## src/rtl/ocf_cfg.svh

```systemverilog
// constants for the output state and fault latch controller
// assumes inclusion by bare name from the sequencer, the controller and the bench
`ifndef OCF_CFG_SVH
`define OCF_CFG_SVH
// register byte addresses
`define OCF_A_ENABLE 8'h00
`define OCF_A_COUPLE 8'h04
`define OCF_A_RELAY 8'h08
`define OCF_A_COMP 8'h0C
`define OCF_A_DFI 8'h10
`define OCF_A_PON 8'h14
`define OCF_A_PROT 8'h18
`define OCF_A_STATUS 8'h1C
// enable write fields
`define OCF_B_EN_STATE 0
`define OCF_F_EN_CHAN 2:1
`define OCF_CH_NONE 2'h0
`define OCF_CH_MAIN 2'h1
`define OCF_CH_SECOND 2'h2
// compensation write fields
`define OCF_F_COMP 1:0
`define OCF_B_COMP_LEGACY 4
`define OCF_B_COMP_HIGH 0
// indicator fields
`define OCF_B_DFI_EN 0
`define OCF_F_DFI_SRC 3:1
// protection fields
`define OCF_B_PROT_CLEAR 0
`define OCF_B_PROT_OCP 1
`define OCF_F_PROT_RI 3:2
// relay fields
`define OCF_F_RELAY1 1:0
`define OCF_F_RELAY2 3:2
`define OCF_B_ON_HOT 1
// relay codes: upper bit on-transition hot, lower bit off-transition hot
`define OCF_RELAY_DD 2'h0
`define OCF_RELAY_DH 2'h1
`define OCF_RELAY_HD 2'h2
`define OCF_RELAY_HH 2'h3
// compensation codes
`define OCF_COMP_SLOW_LOCAL 2'h0
`define OCF_COMP_SLOW_REMOTE 2'h1
`define OCF_COMP_FAST_LOCAL 2'h2
`define OCF_COMP_FAST_REMOTE 2'h3
// indicator source codes
`define OCF_SRC_OFF 3'h0
`define OCF_SRC_QUES 3'h1
`define OCF_SRC_OPER 3'h2
`define OCF_SRC_ESB 3'h3
`define OCF_SRC_RQS 3'h4
// status byte bit positions
`define OCF_SB_QUES 3
`define OCF_SB_ESB 5
`define OCF_SB_RQS 6
`define OCF_SB_OPER 7
// remote inhibit modes
`define OCF_RI_OFF 2'h0
`define OCF_RI_LIVE 2'h1
`define OCF_RI_LATCH 2'h2
// reset values
`define OCF_RST_COUPLE 1'h1
`define OCF_RST_BYTE 8'h00
`endif

```

## src/rtl/ocf_pkg.sv

```systemverilog
// types shared by the output controller and its channel sequencer
// assumes ocf_cfg.svh is on the include path
package ocf_pkg;
	typedef logic [1:0] ocf_relay_t;
	typedef logic [1:0] ocf_comp_t;
	typedef logic [2:0] ocf_src_t;
	typedef logic [7:0] ocf_byte_t;
	typedef enum logic [1:0] {
		OCF_ST_OFF,
		OCF_ST_RISE,
		OCF_ST_ON,
		OCF_ST_FALL
	} ocf_chan_st_t;
endpackage

```

## src/rtl/ocf_chan.sv

```systemverilog
// per-output relay and level sequencer
// assumes en comes from logic on the same clock
`timescale 1ns/1ps
`default_nettype none
`include "ocf_cfg.svh"
module ocf_chan (
	input wire logic clk, // system clock
	input wire logic rst, // async reset, active high
	input wire logic en, // effective output enable
	input wire ocf_pkg::ocf_relay_t mode_pend, // pending relay mode
	output ocf_pkg::ocf_relay_t mode_act, // relay mode in force
	output logic level_on, // output level programmed
	output logic relay_closed, // sense relays closed
	output logic sense_check // open-sense check pulse
);
	import ocf_pkg::*;
	ocf_chan_st_t st_q;
	ocf_relay_t mode_q;
	logic level_q, relay_q, check_q;
	logic on_hot;
	assign on_hot = mode_q[`OCF_B_ON_HOT];
	assign mode_act = mode_q;
	assign level_on = level_q;
	assign relay_closed = relay_q;
	assign sense_check = check_q;
	// pending mode is taken only while idle and disabled
	always_ff @(posedge clk or posedge rst) begin
		if (rst) begin
			mode_q <= `OCF_RELAY_HH;
		end else if (st_q == OCF_ST_OFF && !en) begin
			mode_q <= mode_pend;
		end
	end
	// transition sequence
	always_ff @(posedge clk or posedge rst) begin
		if (rst) begin
			st_q <= OCF_ST_OFF;
			level_q <= 1'b0;
			relay_q <= 1'b0;
			check_q <= 1'b0;
		end else begin
			check_q <= 1'b0;
			case (st_q)
				OCF_ST_OFF: begin
					if (en) begin
						st_q <= OCF_ST_RISE;
						if (on_hot) begin
							level_q <= 1'b1;
						end else begin
							relay_q <= 1'b1;
							check_q <= 1'b1;
						end
					end
				end
				OCF_ST_RISE: begin
					st_q <= OCF_ST_ON;
					level_q <= 1'b1;
					relay_q <= 1'b1;
				end
				OCF_ST_ON: begin
					if (!en) begin
						st_q <= OCF_ST_FALL;
						if (mode_q[0]) begin
							relay_q <= 1'b0;
						end else begin
							level_q <= 1'b0;
						end
					end
				end
				OCF_ST_FALL: begin
					st_q <= OCF_ST_OFF;
					level_q <= 1'b0;
					relay_q <= 1'b0;
				end
				default: begin
					st_q <= OCF_ST_OFF;
				end
			endcase
		end
	end
	// checks of the sequence
	property p_check_dry;
		@(posedge clk) disable iff (rst) check_q |-> !on_hot && relay_q && !level_q;
	endproperty
	a_check_dry: assert property (p_check_dry) else $error("sense check on hot mode");
	property p_hot_order;
		@(posedge clk) disable iff (rst)
		($rose(relay_q) && on_hot) |-> (level_q && $past(level_q));
	endproperty
	a_hot_order: assert property (p_hot_order) else $error("relay closed before level");
	property p_mode_hold;
		@(posedge clk) disable iff (rst) (st_q != OCF_ST_OFF) |=> $stable(mode_q);
	endproperty
	a_mode_hold: assert property (p_mode_hold) else $error("relay mode changed while on");
	c_hot_on: cover property (@(posedge clk) disable iff (rst) on_hot && $rose(relay_q));
endmodule
`default_nettype wire

```

## src/rtl/ocf_ctrl.sv

```systemverilog
// output state, relay mode, compensation, indicator and fault latch control
// assumes a same-clock register master; fault and inhibit pins are asynchronous
//
// The placing of the registers and the strobed register port were left to the implementer.
`timescale 1ns/1ps
`default_nettype none
`include "ocf_cfg.svh"
module ocf_ctrl (
	input wire logic clk, // 100 MHz clock
	input wire logic rst, // async reset, active high
	input wire ocf_pkg::ocf_byte_t addr, // register byte address
	input wire ocf_pkg::ocf_byte_t wdata, // write data
	input wire logic wr, // write strobe
	input wire logic rd, // read strobe
	output ocf_pkg::ocf_byte_t rdata, // read data, cycle after rd
	input wire ocf_pkg::ocf_byte_t status_byte, // status byte, same clock
	input wire logic ov_in, // overvoltage pin
	input wire logic ot_in, // overtemperature pin
	input wire logic [1:0] cc_in, // constant-current pins per output
	input wire logic remote_inhibit_in_n, // inhibit pin, low true
	input wire logic nv_ok, // nv contents valid at power-up
	input wire logic [3:0] nv_relay, // stored relay modes
	input wire logic nv_pon, // stored power-on choice
	output logic [1:0] level_on, // level programmed per output
	output logic [1:0] relay_closed, // sense relays per output
	output logic [1:0] sense_check, // open-sense check pulse
	output ocf_pkg::ocf_comp_t comp_mode, // compensation selector
	output logic fault_indicator_out, // fault indicator pin
	output logic recall_slot_zero, // power-on recalls slot zero
	output logic fault_latched, // protection latch state
	output logic ques_oc // questionable overcurrent bit
);
	import ocf_pkg::*;
	// synchronisers for the asynchronous pins
	logic [4:0] sync1_q, sync2_q;
	logic ov_s, ot_s, inh_s;
	logic [1:0] cc_s;
	always_ff @(posedge clk or posedge rst) begin
		if (rst) begin
			sync1_q <= 5'h00;
			sync2_q <= 5'h00;
		end else begin
			sync1_q <= {ov_in, ot_in, cc_in, ~remote_inhibit_in_n};
			sync2_q <= sync1_q;
		end
	end
	assign {ov_s, ot_s, cc_s, inh_s} = sync2_q;
	// register decode
	logic wr_en, wr_cpl, wr_rly, wr_cmp, wr_dfi, wr_pon, wr_prot;
	assign wr_en = wr && addr == `OCF_A_ENABLE;
	assign wr_cpl = wr && addr == `OCF_A_COUPLE;
	assign wr_rly = wr && addr == `OCF_A_RELAY;
	assign wr_cmp = wr && addr == `OCF_A_COMP;
	assign wr_dfi = wr && addr == `OCF_A_DFI;
	assign wr_pon = wr && addr == `OCF_A_PON;
	assign wr_prot = wr && addr == `OCF_A_PROT;
	// output coupling
	logic couple_q;
	always_ff @(posedge clk or posedge rst) begin
		if (rst) begin
			couple_q <= `OCF_RST_COUPLE;
		end else if (wr_cpl) begin
			couple_q <= wdata[0];
		end
	end
	// enable write targets
	logic [1:0] ch;
	logic hit_main, hit_second;
	assign ch = wdata[`OCF_F_EN_CHAN];
	assign hit_main = couple_q || ch != `OCF_CH_SECOND;
	assign hit_second = couple_q || ch == `OCF_CH_SECOND;
	// stored enables survive a fault so a clear restores them
	logic [1:0] en_q;
	always_ff @(posedge clk or posedge rst) begin
		if (rst) begin
			en_q <= 2'h0;
		end else if (wr_en) begin
			if (hit_main) begin
				en_q[0] <= wdata[`OCF_B_EN_STATE];
			end
			if (hit_second) begin
				en_q[1] <= wdata[`OCF_B_EN_STATE];
			end
		end
	end
	// relay modes, loaded from nv storage once after reset release when nv_ok is set
	ocf_relay_t pend_q [2];
	logic loaded_q;
	always_ff @(posedge clk or posedge rst) begin
		if (rst) begin
			loaded_q <= 1'b0;
			pend_q[0] <= `OCF_RELAY_HH;
			pend_q[1] <= `OCF_RELAY_HH;
		end else if (!loaded_q) begin
			loaded_q <= 1'b1;
			if (nv_ok) begin
				pend_q[0] <= nv_relay[`OCF_F_RELAY1];
				pend_q[1] <= nv_relay[`OCF_F_RELAY2];
			end
		end else if (wr_rly) begin
			pend_q[0] <= wdata[`OCF_F_RELAY1];
			pend_q[1] <= wdata[`OCF_F_RELAY2];
		end
	end
	// power-on selection
	logic pon_q;
	always_ff @(posedge clk or posedge rst) begin
		if (rst) begin
			pon_q <= 1'b0;
		end else if (!loaded_q) begin
			pon_q <= nv_ok && nv_pon;
		end else if (wr_pon) begin
			pon_q <= wdata[0];
		end
	end
	assign recall_slot_zero = pon_q;
	// compensation selector with legacy mapping
	ocf_comp_t comp_q;
	always_ff @(posedge clk or posedge rst) begin
		if (rst) begin
			comp_q <= `OCF_COMP_FAST_REMOTE;
		end else if (wr_cmp) begin
			if (wdata[`OCF_B_COMP_LEGACY]) begin
				comp_q <= wdata[`OCF_B_COMP_HIGH] ? `OCF_COMP_FAST_REMOTE
					: `OCF_COMP_SLOW_LOCAL;
			end else begin
				comp_q <= wdata[`OCF_F_COMP];
			end
		end
	end
	assign comp_mode = comp_q;
	// fault indicator settings
	logic dfi_en_q;
	ocf_src_t src_q;
	always_ff @(posedge clk or posedge rst) begin
		if (rst) begin
			dfi_en_q <= 1'b0;
			src_q <= `OCF_SRC_OFF;
		end else if (wr_dfi) begin
			dfi_en_q <= wdata[`OCF_B_DFI_EN];
			src_q <= wdata[`OCF_F_DFI_SRC];
		end
	end
	// indicator source select
	logic sel_bit;
	always_comb begin
		case (src_q)
			`OCF_SRC_QUES: sel_bit = status_byte[`OCF_SB_QUES];
			`OCF_SRC_OPER: sel_bit = status_byte[`OCF_SB_OPER];
			`OCF_SRC_ESB: sel_bit = status_byte[`OCF_SB_ESB];
			`OCF_SRC_RQS: sel_bit = status_byte[`OCF_SB_RQS];
			default: sel_bit = 1'b0;
		endcase
	end
	// indicator pin
	logic dfi_q;
	always_ff @(posedge clk or posedge rst) begin
		if (rst) begin
			dfi_q <= 1'b0;
		end else begin
			dfi_q <= dfi_en_q && sel_bit;
		end
	end
	assign fault_indicator_out = dfi_q;
	// protection settings
	logic ocp_en_q;
	logic [1:0] ri_q;
	always_ff @(posedge clk or posedge rst) begin
		if (rst) begin
			ocp_en_q <= 1'b0;
			ri_q <= `OCF_RI_OFF;
		end else if (wr_prot) begin
			ocp_en_q <= wdata[`OCF_B_PROT_OCP];
			ri_q <= wdata[`OCF_F_PROT_RI];
		end
	end
	// fault causes
	logic oc_c, inh_c, cause, clr;
	assign oc_c = ocp_en_q && (|cc_s);
	assign inh_c = ri_q == `OCF_RI_LATCH && inh_s;
	assign cause = ov_s || ot_s || oc_c || inh_c;
	assign clr = wr_prot && wdata[`OCF_B_PROT_CLEAR];
	// latch: a present cause always wins over a clear
	logic latch_q, oc_q;
	always_ff @(posedge clk or posedge rst) begin
		if (rst) begin
			latch_q <= 1'b0;
		end else if (cause) begin
			latch_q <= 1'b1;
		end else if (clr) begin
			latch_q <= 1'b0;
		end
	end
	// questionable overcurrent bit
	always_ff @(posedge clk or posedge rst) begin
		if (rst) begin
			oc_q <= 1'b0;
		end else if (oc_c) begin
			oc_q <= 1'b1;
		end else if (clr) begin
			oc_q <= 1'b0;
		end
	end
	assign fault_latched = latch_q;
	assign ques_oc = oc_q;
	// effective enables: live inhibit masks without latching
	logic live_inh;
	logic [1:0] eff;
	assign live_inh = ri_q == `OCF_RI_LIVE && inh_s;
	assign eff = (latch_q || live_inh) ? 2'h0 : en_q;
	// per-output sequencers
	ocf_relay_t act [2];
	for (genvar i = 0; i < 2; i++) begin : g_chan
		ocf_chan u_chan (
			.clk(clk),
			.rst(rst),
			.en(eff[i]),
			.mode_pend(pend_q[i]),
			.mode_act(act[i]),
			.level_on(level_on[i]),
			.relay_closed(relay_closed[i]),
			.sense_check(sense_check[i])
		);
	end
	// read back mux
	ocf_byte_t rmux, rdata_q;
	always_comb begin
		case (addr)
			`OCF_A_ENABLE: rmux = {6'h00, en_q};
			`OCF_A_COUPLE: rmux = {7'h00, couple_q};
			`OCF_A_RELAY: rmux = {4'h0, pend_q[1], pend_q[0]};
			`OCF_A_COMP: rmux = {6'h00, comp_q};
			`OCF_A_DFI: rmux = {4'h0, src_q, dfi_en_q};
			`OCF_A_PON: rmux = {7'h00, pon_q};
			`OCF_A_PROT: rmux = {4'h0, ri_q, ocp_en_q, 1'b0};
			`OCF_A_STATUS: rmux = {act[1], act[0], oc_q, inh_s, cause, latch_q};
			default: rmux = `OCF_RST_BYTE;
		endcase
	end
	// read data stands for the one cycle after the strobe
	always_ff @(posedge clk or posedge rst) begin
		if (rst) begin
			rdata_q <= `OCF_RST_BYTE;
		end else begin
			rdata_q <= rd ? rmux : `OCF_RST_BYTE;
		end
	end
	assign rdata = rdata_q;
	// checks
	property p_en_off;
		@(posedge clk) disable iff (rst)
		(wr_en && hit_main && !wdata[`OCF_B_EN_STATE]) |=> !en_q[0] ##[1:3] !level_on[0];
	endproperty
	a_en_off: assert property (p_en_off) else $error("main enable not cleared");
	property p_coupled;
		@(posedge clk) disable iff (rst) (wr_en && couple_q) |=> en_q[0] == en_q[1];
	endproperty
	a_coupled: assert property (p_coupled) else $error("coupled outputs differ");
	property p_uncoupled;
		@(posedge clk) disable iff (rst)
		(wr_en && !couple_q && ch == `OCF_CH_NONE) |=> $stable(en_q[1]);
	endproperty
	a_uncoupled: assert property (p_uncoupled) else $error("second output hit");
	property p_zero;
		@(posedge clk) disable iff (rst) $fell(eff[0]) |-> ##[1:3] !level_on[0];
	endproperty
	a_zero: assert property (p_zero) else $error("disabled output still driven");
	property p_hold;
		@(posedge clk) disable iff (rst) (cause && loaded_q) |=> latch_q && eff == 2'h0;
	endproperty
	a_hold: assert property (p_hold) else $error("latch released with cause");
	property p_restore;
		@(posedge clk) disable iff (rst) ($fell(latch_q) && !live_inh) |-> eff == en_q;
	endproperty
	a_restore: assert property (p_restore) else $error("enable not restored");
	property p_dfi;
		@(posedge clk) disable iff (rst)
		##1 (fault_indicator_out == $past(dfi_en_q && sel_bit && src_q != `OCF_SRC_OFF));
	endproperty
	a_dfi: assert property (p_dfi) else $error("indicator mismatch");
	property p_legacy;
		@(posedge clk) disable iff (rst)
		(wr_cmp && wdata[`OCF_B_COMP_LEGACY] && !wdata[`OCF_B_COMP_HIGH])
		|=> comp_mode == `OCF_COMP_SLOW_LOCAL;
	endproperty
	a_legacy: assert property (p_legacy) else $error("legacy low mismatch");
	property p_oc;
		@(posedge clk) disable iff (rst) oc_c |=> ques_oc && fault_latched;
	endproperty
	a_oc: assert property (p_oc) else $error("overcurrent not latched");
	c_trip_clear: cover property (@(posedge clk) disable iff (rst) latch_q ##[1:20] !latch_q);
	c_coupled_on: cover property (@(posedge clk) disable iff (rst) wr_en && couple_q);
	c_dfi: cover property (@(posedge clk) disable iff (rst) $rose(fault_indicator_out));
endmodule
`default_nettype wire

```

## config.mk

```make
export PLATFORM = sky130hd
export DESIGN_NAME = ocf_ctrl
export DESIGN_NICKNAME = d
export VERILOG_FILES = /design/src/rtl/ocf_pkg.sv /design/src/rtl/ocf_chan.sv /design/src/rtl/ocf_ctrl.sv
export VERILOG_INCLUDE_DIRS = /design/src /design/src/rtl
export SDC_FILE = /design/constraint.sdc
export NUM_CORES = 1
export LEC_CHECK = 0
export BUFFER_PORTS_ARGS = -buffer_cell sky130_fd_sc_hd__buf_4
export CAP_MARGIN = 20
export CORE_MARGIN = 2
export CORE_UTILIZATION = 54
export DETAILED_ROUTE_END_ITERATION = 6
export PLACE_DENSITY = 0.92
export REMOVE_ABC_BUFFERS = 1
export SLEW_MARGIN = 15
export SYNTH_ARGS = -nofsm -noshare
export SYNTH_HDL_FRONTEND = slang
export SYNTH_SLANG_ARGS = --single-unit
```

## constraint.sdc

```tcl
create_clock -name clk -period 2.25 [get_ports clk]
set_clock_uncertainty 0.05 [all_clocks]
set_input_delay 0.45 -clock clk [delete_from_list [all_inputs] [get_ports clk]]
set_output_delay 0.45 -clock clk [all_outputs]
set_load 0.01 [all_outputs]
```

# == Yosys cells after proc, flatten, opt, wreduce, memory -nomap -nowiden ==
# Cells that the tools add are included.
# totals
reg_bits,53
input_bits,39
out_inout_bits,20
elab_cells,149
# op_classes
n_eq_ne,35
muxes,46
n_bitwise,1
n_reduce_logical,39
# op_table
cell,count
8-bit one-hot mux with 8 select lines,1
"8-bit by 5-bit equality test with 1-bit output, second input constant",4
1-bit two-way mux,27
"2-bit inequality test, second input constant",11
1-bit one-hot mux with 4 select lines,5
"8-bit by 4-bit equality test with 1-bit output, second input constant",2
2-bit one-hot mux with 4 select lines,2
4-bit AND reduction,4
1-bit logical AND,15
2-bit two-way mux,7
"2-bit equality test, second input constant",6
4-bit two-way mux,3
2-bit AND reduction,5
"8-bit by 3-bit equality test with 1-bit output, second input constant",1
8-bit zero test,1
8-bit two-way mux,1
"2-bit by 1-bit inequality test with 1-bit output, second input constant",4
"2-bit by 1-bit equality test with 1-bit output, second input constant",3
"3-bit by 2-bit equality test with 1-bit output, second input constant",2
1-bit logical OR,6
2-bit nonzero test,3
2-bit zero test,2
"3-bit by 1-bit equality test with 1-bit output, second input constant",1
"3-bit equality test, second input constant",1
other kinds (3),4

# == Longest topological paths before layout ==
# Gate-level depths: netlist (run 1).
# logic_depth
ltp_word,6
depth_mapped,6
mapped_depth_nobuf,6

# == Modules after synthesis ==
# A second synthesis (run 1) with hierarchy kept.
# hier_totals
cells_unflattened,213
area_unflattened_um2,2543.7
# modules_own_cells
mod,n_inst,cells_per_inst,area_per_inst_um2,seq_area_each_um2
ocf_ctrl,1,143,1798.0,984.7
ocf_chan,2,35,372.9,177.7

# == Worst setup path after synthesis (run 1) ==
# No wires, ideal clock.
# synth_path
path_kind,input to register
start,input port addr[5]
end,"register comp_q[0], in the netlist comp_mode[0]"
setup_ps,82
t_arrival_ps,1448
required_time_ps,2118
setup_slack_ps,670
stages,4
n_path_buf,0
path_cell_list,nor4b_4 -> and2b_1 -> and3_1 -> mux2_2
# synth_between
elab_chain_cells,2
# synth_lines
item,line,rtl
start: declaration,ocf_ctrl.sv:11,"input wire ocf_pkg::ocf_byte_t addr,"
8-bit by 4-bit equality test with 1-bit output,n/a,
1-bit logical AND (no source line),n/a,
end signal: assignment,ocf_ctrl.sv:121,comp_q <= `OCF_COMP_FAST_REMOTE;
end signal: assignment,ocf_ctrl.sv:124,comp_q <= wdata[`OCF_B_COMP_HIGH] ? `OCF_COMP_FAST_REMOTE
end signal: assignment,ocf_ctrl.sv:127,comp_q <= wdata[`OCF_F_COMP];
end: declaration,ocf_ctrl.sv:118,ocf_comp_t comp_q;
# Every way passes these cells.
# A chain may end at the register's enable or synchronous reset.

# == Worst setup path after layout (run 1) ==
# layout_path
start,register ri_q[1]
end,register g_chan[0].u_chan.st_q[1]
# layout_between
elab_chain_cells,6
word_cells_on_any_way,7
classes_between,eq/ne (3); mux (1); reduce/logical (3)
# layout_lines
item,line,rtl
start: declaration,ocf_ctrl.sv:167,logic [1:0] ri_q;
start signal: assignment,ocf_ctrl.sv:171,ri_q <= `OCF_RI_OFF;
start signal: assignment,ocf_ctrl.sv:174,ri_q <= wdata[`OCF_F_PROT_RI];
2-bit by 1-bit equality test with 1-bit output (no source line) *,n/a,
1-bit logical AND *,ocf_ctrl.sv:209,assign live_inh = ri_q == `OCF_RI_LIVE && inh_s;
1-bit logical OR *,ocf_ctrl.sv:210,assign eff = (latch_q || live_inh) ? 2'h0 : en_q;
2-bit two-way mux *,ocf_ctrl.sv:210,
2-bit inequality test (no source line),n/a,
2-bit AND reduction (no source line) *,n/a,
end signal: assignment,ocf_chan.sv:62,st_q <= OCF_ST_FALL;
end signal: assignment,ocf_chan.sv:71,st_q <= OCF_ST_OFF;
end signal: assignment,ocf_chan.sv:76,st_q <= OCF_ST_OFF;
end: declaration,ocf_chan.sv:17,ocf_chan_st_t st_q;
# Mark *: on every way between the ends. The rest lies on a longest branch, timed or not.

==> results of run 1 <==
synthesized netlist by cell type, types with 2 or more instances:
cell type  count
nand4b_1       3
o211ai_1       3
ha_1           8
nand3_1       13
and3_1         4
nand3b_1       5
a21oi_1       12
nand2b_1       4
dfstp_2       11
nor3_1         6
nor4_1         2
mux2i_1        7
inv_1         11
clkbuf_1       3
nor2_1        13
o22ai_1        6
buf_4          8
mux2_2        19
nor2b_1        3
o21ai_0        8
dfrtp_1       42
nand4_1        2
nand2_1       16
and2_1         3
metal layers:
layer	share of wire [%]	vias up	track usage, %
li1	-	931	-
met1	39	975	25.9
met2	52	91	38.4
met3	6.0	17	5.49
met4	2.6	0	10.9
met5	0	-	0
cells by family after synthesis:
group | after synthesis | share of synthesized area [%]
buffers and inverters | 23 | 4.53
AO/OA/AOI/OAI | 41 | 10.2
adder cells (fa/ha/maj) | 8 | 3.86
flip-flops | 53 | 51.7
other | 1 | 0.145
AND/OR/NAND/NOR | 83 | 18.6
multiplexers | 26 | 11.0
cell usage in the layout (no fill, tap or decap), types with 4 or more instances in the layout:
cell      netlist  final
dfrtp_1        42     42
nand2b_1        4      4
mux2i_1         7      7
nand3_1        13     13
mux2_2         19     19
nor2_1         13     13
o21ai_0         8      8
nand3b_1        5      5
a21oi_1        12     12
o22ai_1         6      6
nor3_1          6      6
clkbuf_8        0      5
buf_4           8     52
nand2_1        16     16
and3_1          4      4
inv_1          11     10
dfstp_2        11     11
ha_1            8      8
final timing paths:
path                                 start                  endpoint  slack (ns)  cells past startpoint
max in group asynchronous              rst                 pend_q[1]        1.44                      3
worst min register to register  sync1_q[2]                sync2_q[2]        0.31                      0
worst max register to register     ri_q[1]  g_chan[0].u_chan.st_q[1]        0.45                      4
worst min-delay path                   rst  g_chan[0].u_chan.st_q[0]        0.11                      2
min in group clk                     ov_in                sync1_q[4]        0.19                      1
worst max-delay path               ri_q[1]  g_chan[0].u_chan.st_q[1]        0.45                      4
critical path, cell delays in order (launching register included):
cell,delay [ns]
dfrtp_1,0.42
nand3b_1,0.35
and2_1,0.28
a21oi_1,0.23
mux2_2,0.37
power breakdown:
| part | switching, uW | leakage [uW] | internal [uW] |
|---|---|---|---|
| clock | 303 | 0.0000450 | 216 |
| sequential | 109 | 0.000643 | 1140 |
| combinational | 398 | 0.000748 | 370 |
| total | 810 | 0.00144 | 1720 |
flip-flops by register name, summed over array words and instances, names as in the netlist, 2 cells and up:
name	cells
rdata	8
g_chan.u_chan.mode_act	4
g_chan.u_chan.relay_closed	2
pend_q	4
g_chan.u_chan.st_q	4
sync2_q	5
g_chan.u_chan.level_on	2
en_q	2
src_q	3
comp_mode	2
sync1_q	5
ri_q	2
g_chan.u_chan.sense_check	2
per-stage QoR:
stage | hold WS [ns] | util (%) | setup WS [ns] | power (uW)
6_report | 0.114 | 65.6 | 0.455 | 2530
5_1_grt | 0.150 | 65.6 | 0.363 | 2700
4_1_cts | 0.125 | 65.6 | 0.446 | 2550
3_5_place_dp | 0.289 | 63.8 | 0.418 | 2030
3_3_place_gp | 0.281 | 63.8 | 0.427 | 1960
2_1_floorplan | 0.281 | - | 0.482 | 1750
area by class of cell:
| cell class | instances | share of cell area [%] |
|---|---|---|
| well taps | 54 | 2.20 |
| inverters | 11 | 1.34 |
| multi-input cells | 159 | 36.9 |
| repair buffers | 53 | 13.3 |
| clock inverters | 2 | 0.325 |
| clock buffers | 6 | 2.36 |
| flip-flops and latches | 53 | 43.5 |
==> summary.md, run 1 <==
| Metric | Value |
|---|---|
| Reg area | 0.00134 sq mm |
| CTS H-Tree Depth | 2 |
| Vias in the first global route | 1981 |
| Worst skew pair latency | 0.31 ns |
| # resized after CTS | 0 |
| Syn Inst Count | 235 |
| Area Overhead vs Synth | 18.7% |
| Fmax | 0.557 GHz |
| Row count | 25 |
| Unique masters post-synth | 47 |
| Initial DRC count | 211 |
| CTS tree | built |
| Rel. slew slack | 60.8% |
| Initial antenna violation count | 0 |
| Syn Std Cell Area | 0.00259 sq mm |
| Clock transition at path regs | 0.09 ns |
| Die W | 73.3 um |
| Core area | 0.00469 sq mm |
| Number of synthesized flops with an enable pin | 0 |
| Crit-path max FO | 8 |
| Seq/Total Area, Yosys | 51.7% |
| Layout cell share with drive strength beyond 1 | 34.2% |
| Synth top area share | 40.5% |
| Crit share post-route | 79.8% |
| Detailed placement HPWL | 4130 um |
| Syn_area_per_cell | 11.0 sq um |
| Post-Route WL | 5620 um |
| Clk buf depth | 2 |
| PwrDens | 823 mW/mm^2 |
| Final nets | 330 |
| DRT Pass-1 Iters | 5 |
| P_leak | 0.00144 uW |
| Main area contributors after synthesis | dfrtp_1, dfstp_2, mux2_2, ha_1, mux2i_1 |
| # IOs | 59 |
| Non-Filler Instances | 338 |
| DIE AREA | 0.00537 sq mm |
| Worst-Margin Slew | 0.583 ns |
| Clk root buf | clkbuf_8 |
| Placed instance area | 0.00300 sq mm |
| Setup bufs post-CTS | 0 |
| CTS buffer count | 5 |
| Overall routing resource usage | 22.3% |
| Final setup fails | 0 |
| Finished Cell Area | 0.00308 sq mm |
| CP Data Arrival Time | 1.94 ns |
| Worst Path Required | 2.40 ns |
| Residual DRC | 0 |
| Final hold vios | 0 |
| Ys flop type | dfrtp_1 |
| Number of vias per cell | 5.96 |
| RePlAce Congestion | 0.862 |
| First-pass GRT wire length | 8960 um |
| Ys async rst share | 100% |
| N_diodes | 0 |
| Synth area leader | dfrtp_1 |
| Sink Count | 53 |
| Buffers on Ports | 51 |
| Syn. warnings | 0 |
| Final Critical Period | 1.80 ns |
| Fillers | 358 |
| Largest net degree at the start of global routing | 32 |
| Worst Hold Class | in2async |
| Yosys reg bits | 53 |
| Via count | 2014 |
| Crit path kind | reg2reg |
| RSZ-0062 raised after global routing | false |
| ANT nets after route | 0 |
| CP startpoint kind | flip-flop |
| WL/cell | 16.6 um |
| Fin. max-slew vios | 0 |
| Grt ovf | 0 |
| Max-Cap Viols | 0 |
| Crit. End Element | flip-flop |
| TNS Setup | 0 ns |
| Area of the multi-input gates | 0.00114 sq mm |
| Cells after DPL | 330 |
| CTS Hold Bufs | 0 |
| Outcome | completed |
| Starting density of the core | 55.3% |
| Die Y | 73.3 um |
| Peak supply drop | 0.000478 V |
Note: power is estimated with default switching activity, not from simulation.
==> run 2: changes to the inputs <==
- CORE_UTILIZATION: 54 -> 48
- PLACE_DENSITY: 0.92 -> 0.87
- clock period: 2.25 -> 1.6 ns (I/O delays scaled with it)
==> summary.md, run 2 (synthesis results as in run 1) <==
| Metric | Value |
|---|---|
| Outcome | finished with violations |
| Failing checks | hold timing |
| Clock transition at path regs | 0.09 ns (about the same) |
| RePlAce Congestion | 0.868 (+0.65%) |
| CP startpoint kind | flip-flop |
| Rel. slew slack | 66.1% (+5.2 points) |
| # IOs | 59 (unchanged) |
| Area of the multi-input gates | 0.00114 sq mm (+0.55%) |
| RR Startpoint | g_chan[1].u_chan.st_q[0] |
| Crit path from | g_chan[1].u_chan.st_q[0] |
| Hold slack | -0.00586 ns (-0.120 ns) |
| Sink Count | 53 (unchanged) |
| Crit-path max FO | 7 (-1) |
| CTS buffer count | 5 (unchanged) |
| P_leak | 0.00154 uW (+7.0%) |
| Largest net degree at the start of global routing | 23 (-28%) |
| Core area | 0.00517 sq mm (+10%) |
| Final nets | 350 (+6.1%) |
| Fillers | 420 (+17%) |
| DRT Pass-1 Iters | 4 (-1) |
| Final setup fails | 0 (unchanged) |
| RSZ-0062 raised after global routing | false |
| CTS Hold Bufs | 0 (unchanged) |
| Post-Route WL | 5760 um (+2.5%) |
| Residual DRC | 0 (unchanged) |
| Crit share post-route | 95.2% (+15 points) |
| CTS H-Tree Depth | 2 (unchanged) |
| Worst-Margin Slew | 0.508 ns (-0.0747 ns) |
| Worst skew pair latency | 0.31 ns (about the same) |
| Area Overhead vs Synth | 25.5% |
| Crit. End Element | flip-flop |
| Layout cell share with drive strength beyond 1 | 39.1% (+5.0 points) |
| Final Critical Period | 1.52 ns (-0.272 ns) |
| CTS tree | built |
| R2R Setup Slk | 0.08 ns (-0.38 ns) |
| Row count | 26 (+4.0%) |
| Highest-count cells in the layout ignoring fill and taps | buf_4, dfrtp_1, mux2_2, nand2_1 |
| # resized after CTS | 0 (unchanged) |
| Max reg flops | 8 (unchanged) |
| Worst r2r path cells | 4 (unchanged) |
| Detailed placement HPWL | 4460 um (+8.0%) |
| Die Y | 77.5 um (+5.7%) |
| Peak supply drop | 0.000527 V (+10%) |
| Initial antenna violation count | 0 (unchanged) |
| Worst Hold Class | in2async |
| Reg area | 0.00134 sq mm (unchanged) |
| Final core utilization | 62.9% (-2.7 points) |
| Initial DRC count | 161 (-24%) |
| Max-Cap Viols | 0 (unchanged) |
| Most common library cell in the layout ignoring fill and taps | buf_4 |
| PwrDens | 1110 mW/mm^2 (+34%) |
| Worst Path Required | 1.74 ns (-0.66 ns) |
| Via count | 2075 (+3.0%) |
| Fin. max-slew vios | 0 (unchanged) |
| First-pass GRT wire length | 9880 um (+10%) |
| Overall routing resource usage | 20.8% (-1.5 points) |
| Vias in the first global route | 2066 (+4.3%) |
| Die W | 77.5 um (+5.7%) |
| Clk root buf | clkbuf_8 |
| Grt ovf | 0 (unchanged) |
| Starting density of the core | 50.1% (-5.1 points) |
| DIE AREA | 0.00601 sq mm (+12%) |
| N_diodes | 0 (unchanged) |
| ANT nets after route | 0 (unchanged) |
| Crit path kind | reg2reg |
| Buffers on Ports | 51 (unchanged) |
| Number of vias per cell | 5.55 (-6.9%) |
| WL/cell | 15.4 um (-7.4%) |
| Fmax | 0.656 GHz (+18%) |
| CP Data Arrival Time | 1.67 ns (-0.27 ns) |
| Worst flop-to-flop path endpoint | g_chan[1].u_chan.st_q[1] |
| Clk buf depth | 2 (unchanged) |
| Final hold vios | 2 (+2) |
| Setup bufs post-CTS | 0 (unchanged) |
-- run 2: final cells by class --
type	instances	share of cell area, %
clock inverter	2	0.308
tap	70	2.69
timing repair buffer	73	17.2
clock buffer	6	2.23
sequential	53	41.2
inverter	11	1.27
multi-input combinational	159	35.1
-- run 2: worst max path at each step --
stage / slack, ns / end / depth (start not counted)
2_1_floorplan: -0.04 / dfi_en_q / 1
3_3_place_gp: -0.05 / comp_mode[0] / 5
3_5_place_dp: -0.09 / comp_mode[1] / 5
4_1_cts: 0.006 / g_chan[0].u_chan.st_q[1] / 4
5_1_grt: 0.006 / g_chan[1].u_chan.st_q[1] / 4
6_report: 0.08 / g_chan[1].u_chan.st_q[1] / 4
-- run 2: worst max-delay path, stage by stage, from the launching register on --
cell	delay [ns]
dfrtp_1	0.39
inv_1	0.09
ha_1	0.28
mux2i_1	0.24
mux2_2	0.36
-- run 2: routing by layer --
metal	vias up	part of all wire, %	track usage [%]
met5	-	0	0
met4	0	0.83	5.36
met3	6	7.1	3.49
met2	86	53	36.5
met1	1012	39	26.6
li1	971	-	-
-- run 2: per-stage QoR --
step | setup TNS (ns) | setup slack [ns] | total power (uW) | instance area [sq um] | instances
global placement | -0.0999 | -0.0504 | 2820 | 3170 | 366
floorplan | -1.60 | -0.0380 | 2460 | 2520 | 223
finish | 0 | 0.0767 | 3600 | 3250 | 374
detailed placement | -0.247 | -0.0921 | 2910 | 3170 | 366
global route | 0 | 0.00644 | 3830 | 3250 | 374
CTS | 0 | 0.00628 | 3620 | 3250 | 374
-- run 2: power by group --
part	switching, uW	internal, uW
Sequential	152	1600
Combinational	566	572
Clock	411	304
==> run 3: changes to the inputs <==
- CORE_UTILIZATION: 48 -> 33
- PLACE_DENSITY: 0.87 -> 0.67
==> summary.md, run 3 (synthesis results as in run 1) <==
| Metric | Value |
|---|---|
| Critical-path top delay cell | dfrtp_1 |
| Delay-heaviest family, CP | flip-flops |
| Clock transition at path regs | 0.10 ns (about the same) |
| N_diodes | 0 (unchanged) |
| TNS Setup | 0 ns (unchanged) |
| Post-Route WL | 5690 um (-1.2%) |
| Worst r2r path cells | 5 (+1) |
| Crit path from | g_chan[0].u_chan.st_q[0] |
| DIE AREA | 0.00858 sq mm (+43%) |
| Placed instance area | 0.00321 sq mm (+1.5%) |
| CP Data Arrival Time | 1.65 ns (-0.02 ns) |
| Finished Cell Area | 0.00331 sq mm (+1.6%) |
| Reg area | 0.00134 sq mm (unchanged) |
| Final setup fails | 0 (unchanged) |
| PwrDens | 1100 mW/mm^2 (-0.67%) |
| # resized after CTS | 0 (unchanged) |
| CP peak stage delay | 0.39 ns (about the same) |
| Detailed placement HPWL | 4350 um (-2.6%) |
| Area Overhead vs Synth | 27.5% |
| Cells after DPL | 399 (+9.0%) |
| Final hold vios | 0 (-2) |
| Worst skew pair latency | 0.31 ns (about the same) |
| Non-Filler Instances | 407 (+8.8%) |
| First-pass GRT wire length | 9290 um (-5.9%) |
| Final core utilization | 43.0% (-20 points) |
| Crit path kind | reg2reg |
| Number of vias per cell | 4.90 (-12%) |
| CP startpoint kind | flip-flop |
| Residual DRC | 0 (unchanged) |
| Crit-path max FO | 3 (-4) |
| Clk root buf | clkbuf_8 |
| Final nets | 351 (+0.29%) |
| Worst Path Required | 1.75 ns (about the same) |
| Worst flop-to-flop path endpoint | g_chan[0].u_chan.st_q[1] |
| Fillers | 746 (+78%) |
| Sink Count | 53 (unchanged) |
| Crit. End Element | flip-flop |
| Setup bufs post-CTS | 0 (unchanged) |
| Grt ovf | 0 (unchanged) |
| Core area | 0.00769 sq mm (+49%) |
| RR Startpoint | g_chan[0].u_chan.st_q[0] |
| CTS buffer count | 5 (unchanged) |
| Outcome | completed |
| R2R Setup Slk | 0.1 ns (+0.02 ns) |
| Die W | 92.7 um (+20%) |
| CP Cell Sequence | inv_1 -> ha_1 -> a21boi_2 -> a21oi_2 -> mux2_2 |
| Peak supply drop | 0.000515 V (-2.4%) |
| # IOs | 59 (unchanged) |
| WL/cell | 14.0 um (-9.2%) |
| ANT nets after route | 0 (unchanged) |
| Max-Cap Viols | 0 (unchanged) |
| Starting density of the core | 33.7% (-16 points) |
| WP buf/inv | 1 (unchanged) |
| CTS tree | built |
| Crit share post-route | 93.8% (-1.4 points) |
| CTS H-Tree Depth | 2 (unchanged) |
| Highest-count cells in the layout ignoring fill and taps | buf_4, dfrtp_1, mux2_2, nand2_1 |
| RSZ-0062 raised after global routing | false |
| Overall routing resource usage | 13.6% (-7.2 points) |
| Row count | 32 (+23%) |
| Final Critical Period | 1.50 ns (-0.0224 ns) |
| Max reg flops | 8 (unchanged) |
| Layout cell share with drive strength beyond 1 | 39.3% (+0.20 points) |
| Clk buf depth | 2 (unchanged) |
| CTS Hold Bufs | 0 (unchanged) |
| Vias in the first global route | 1996 (-3.4%) |
| P_leak | 0.00154 uW (+0.28%) |
| Largest net degree at the start of global routing | 54 (+130%) |
| Die Y | 92.7 um (+20%) |
| Worst Hold Class | in2async |
| Initial antenna violation count | 0 (unchanged) |
| Area of the multi-input gates | 0.00114 sq mm (-0.22%) |
| Fin. max-slew vios | 0 (unchanged) |
| Initial DRC count | 127 (-21%) |
| DRT Pass-1 Iters | 4 (unchanged) |
| Via count | 1993 (-4.0%) |
| Fmax | 0.666 GHz (+1.5%) |
| Design Power | 3640 uW (+0.93%) |
| Most common library cell in the layout ignoring fill and taps | buf_4 |
| RePlAce Congestion | 0.808 (-6.9%) |
| Buffers on Ports | 51 (unchanged) |
run 3: worst max-delay path by stage:
stage	end	slack, ns	cells past startpoint
finish	g_chan[0].u_chan.st_q[1]	0.1	5
global route	g_chan[1].u_chan.st_q[1]	0.002	4
CTS	g_chan[0].u_chan.st_q[1]	0.05	5
detailed placement	comp_mode[1]	-0.11	5
global placement	comp_mode[1]	-0.08	5
floorplan	dfi_en_q	-0.04	1
run 3: final cells by class:
type | instances | share of cell area [%]
flip-flops and latches | 53 | 40.5
multi-input cells | 159 | 34.5
repair buffers | 74 | 17.2
well taps | 102 | 3.86
clock buffers | 5 | 2.08
inverters | 11 | 1.25
clock inverters | 3 | 0.643
run 3: per-layer routing:
layer,share of wire [%],wire length [um],vias to the layer above,global-route usage [%]
met5,0,0,-,0
met4,0.76,43,0,2.82
met3,4.0,225,7,3.34
met2,48,2760,42,23.0
met1,47,2670,974,17.7
li1,-,-,970,-
run 3: worst register-to-register path, stage by stage, from the launching register on:
cell	delay, ns
dfrtp_1	0.39
inv_1	0.09
ha_1	0.21
a21boi_2	0.16
a21oi_2	0.15
mux2_2	0.35
run 3: where the power goes:
part           total, uW  switching (uW)  internal, uW  leakage, uW
Sequential          1750             151          1600     0.000643
Clock                771             459           312    0.0000445
Combinational       1120             548           568     0.000853
run 3: per-stage QoR:
step,hold WS (ns),setup slack [ns]
floorplan,0.281,-0.0380
global placement,0.283,-0.0817
detailed placement,0.286,-0.113
CTS,0.00749,0.0480
global route,0.00409,0.00164
finish,0.000739,0.0991
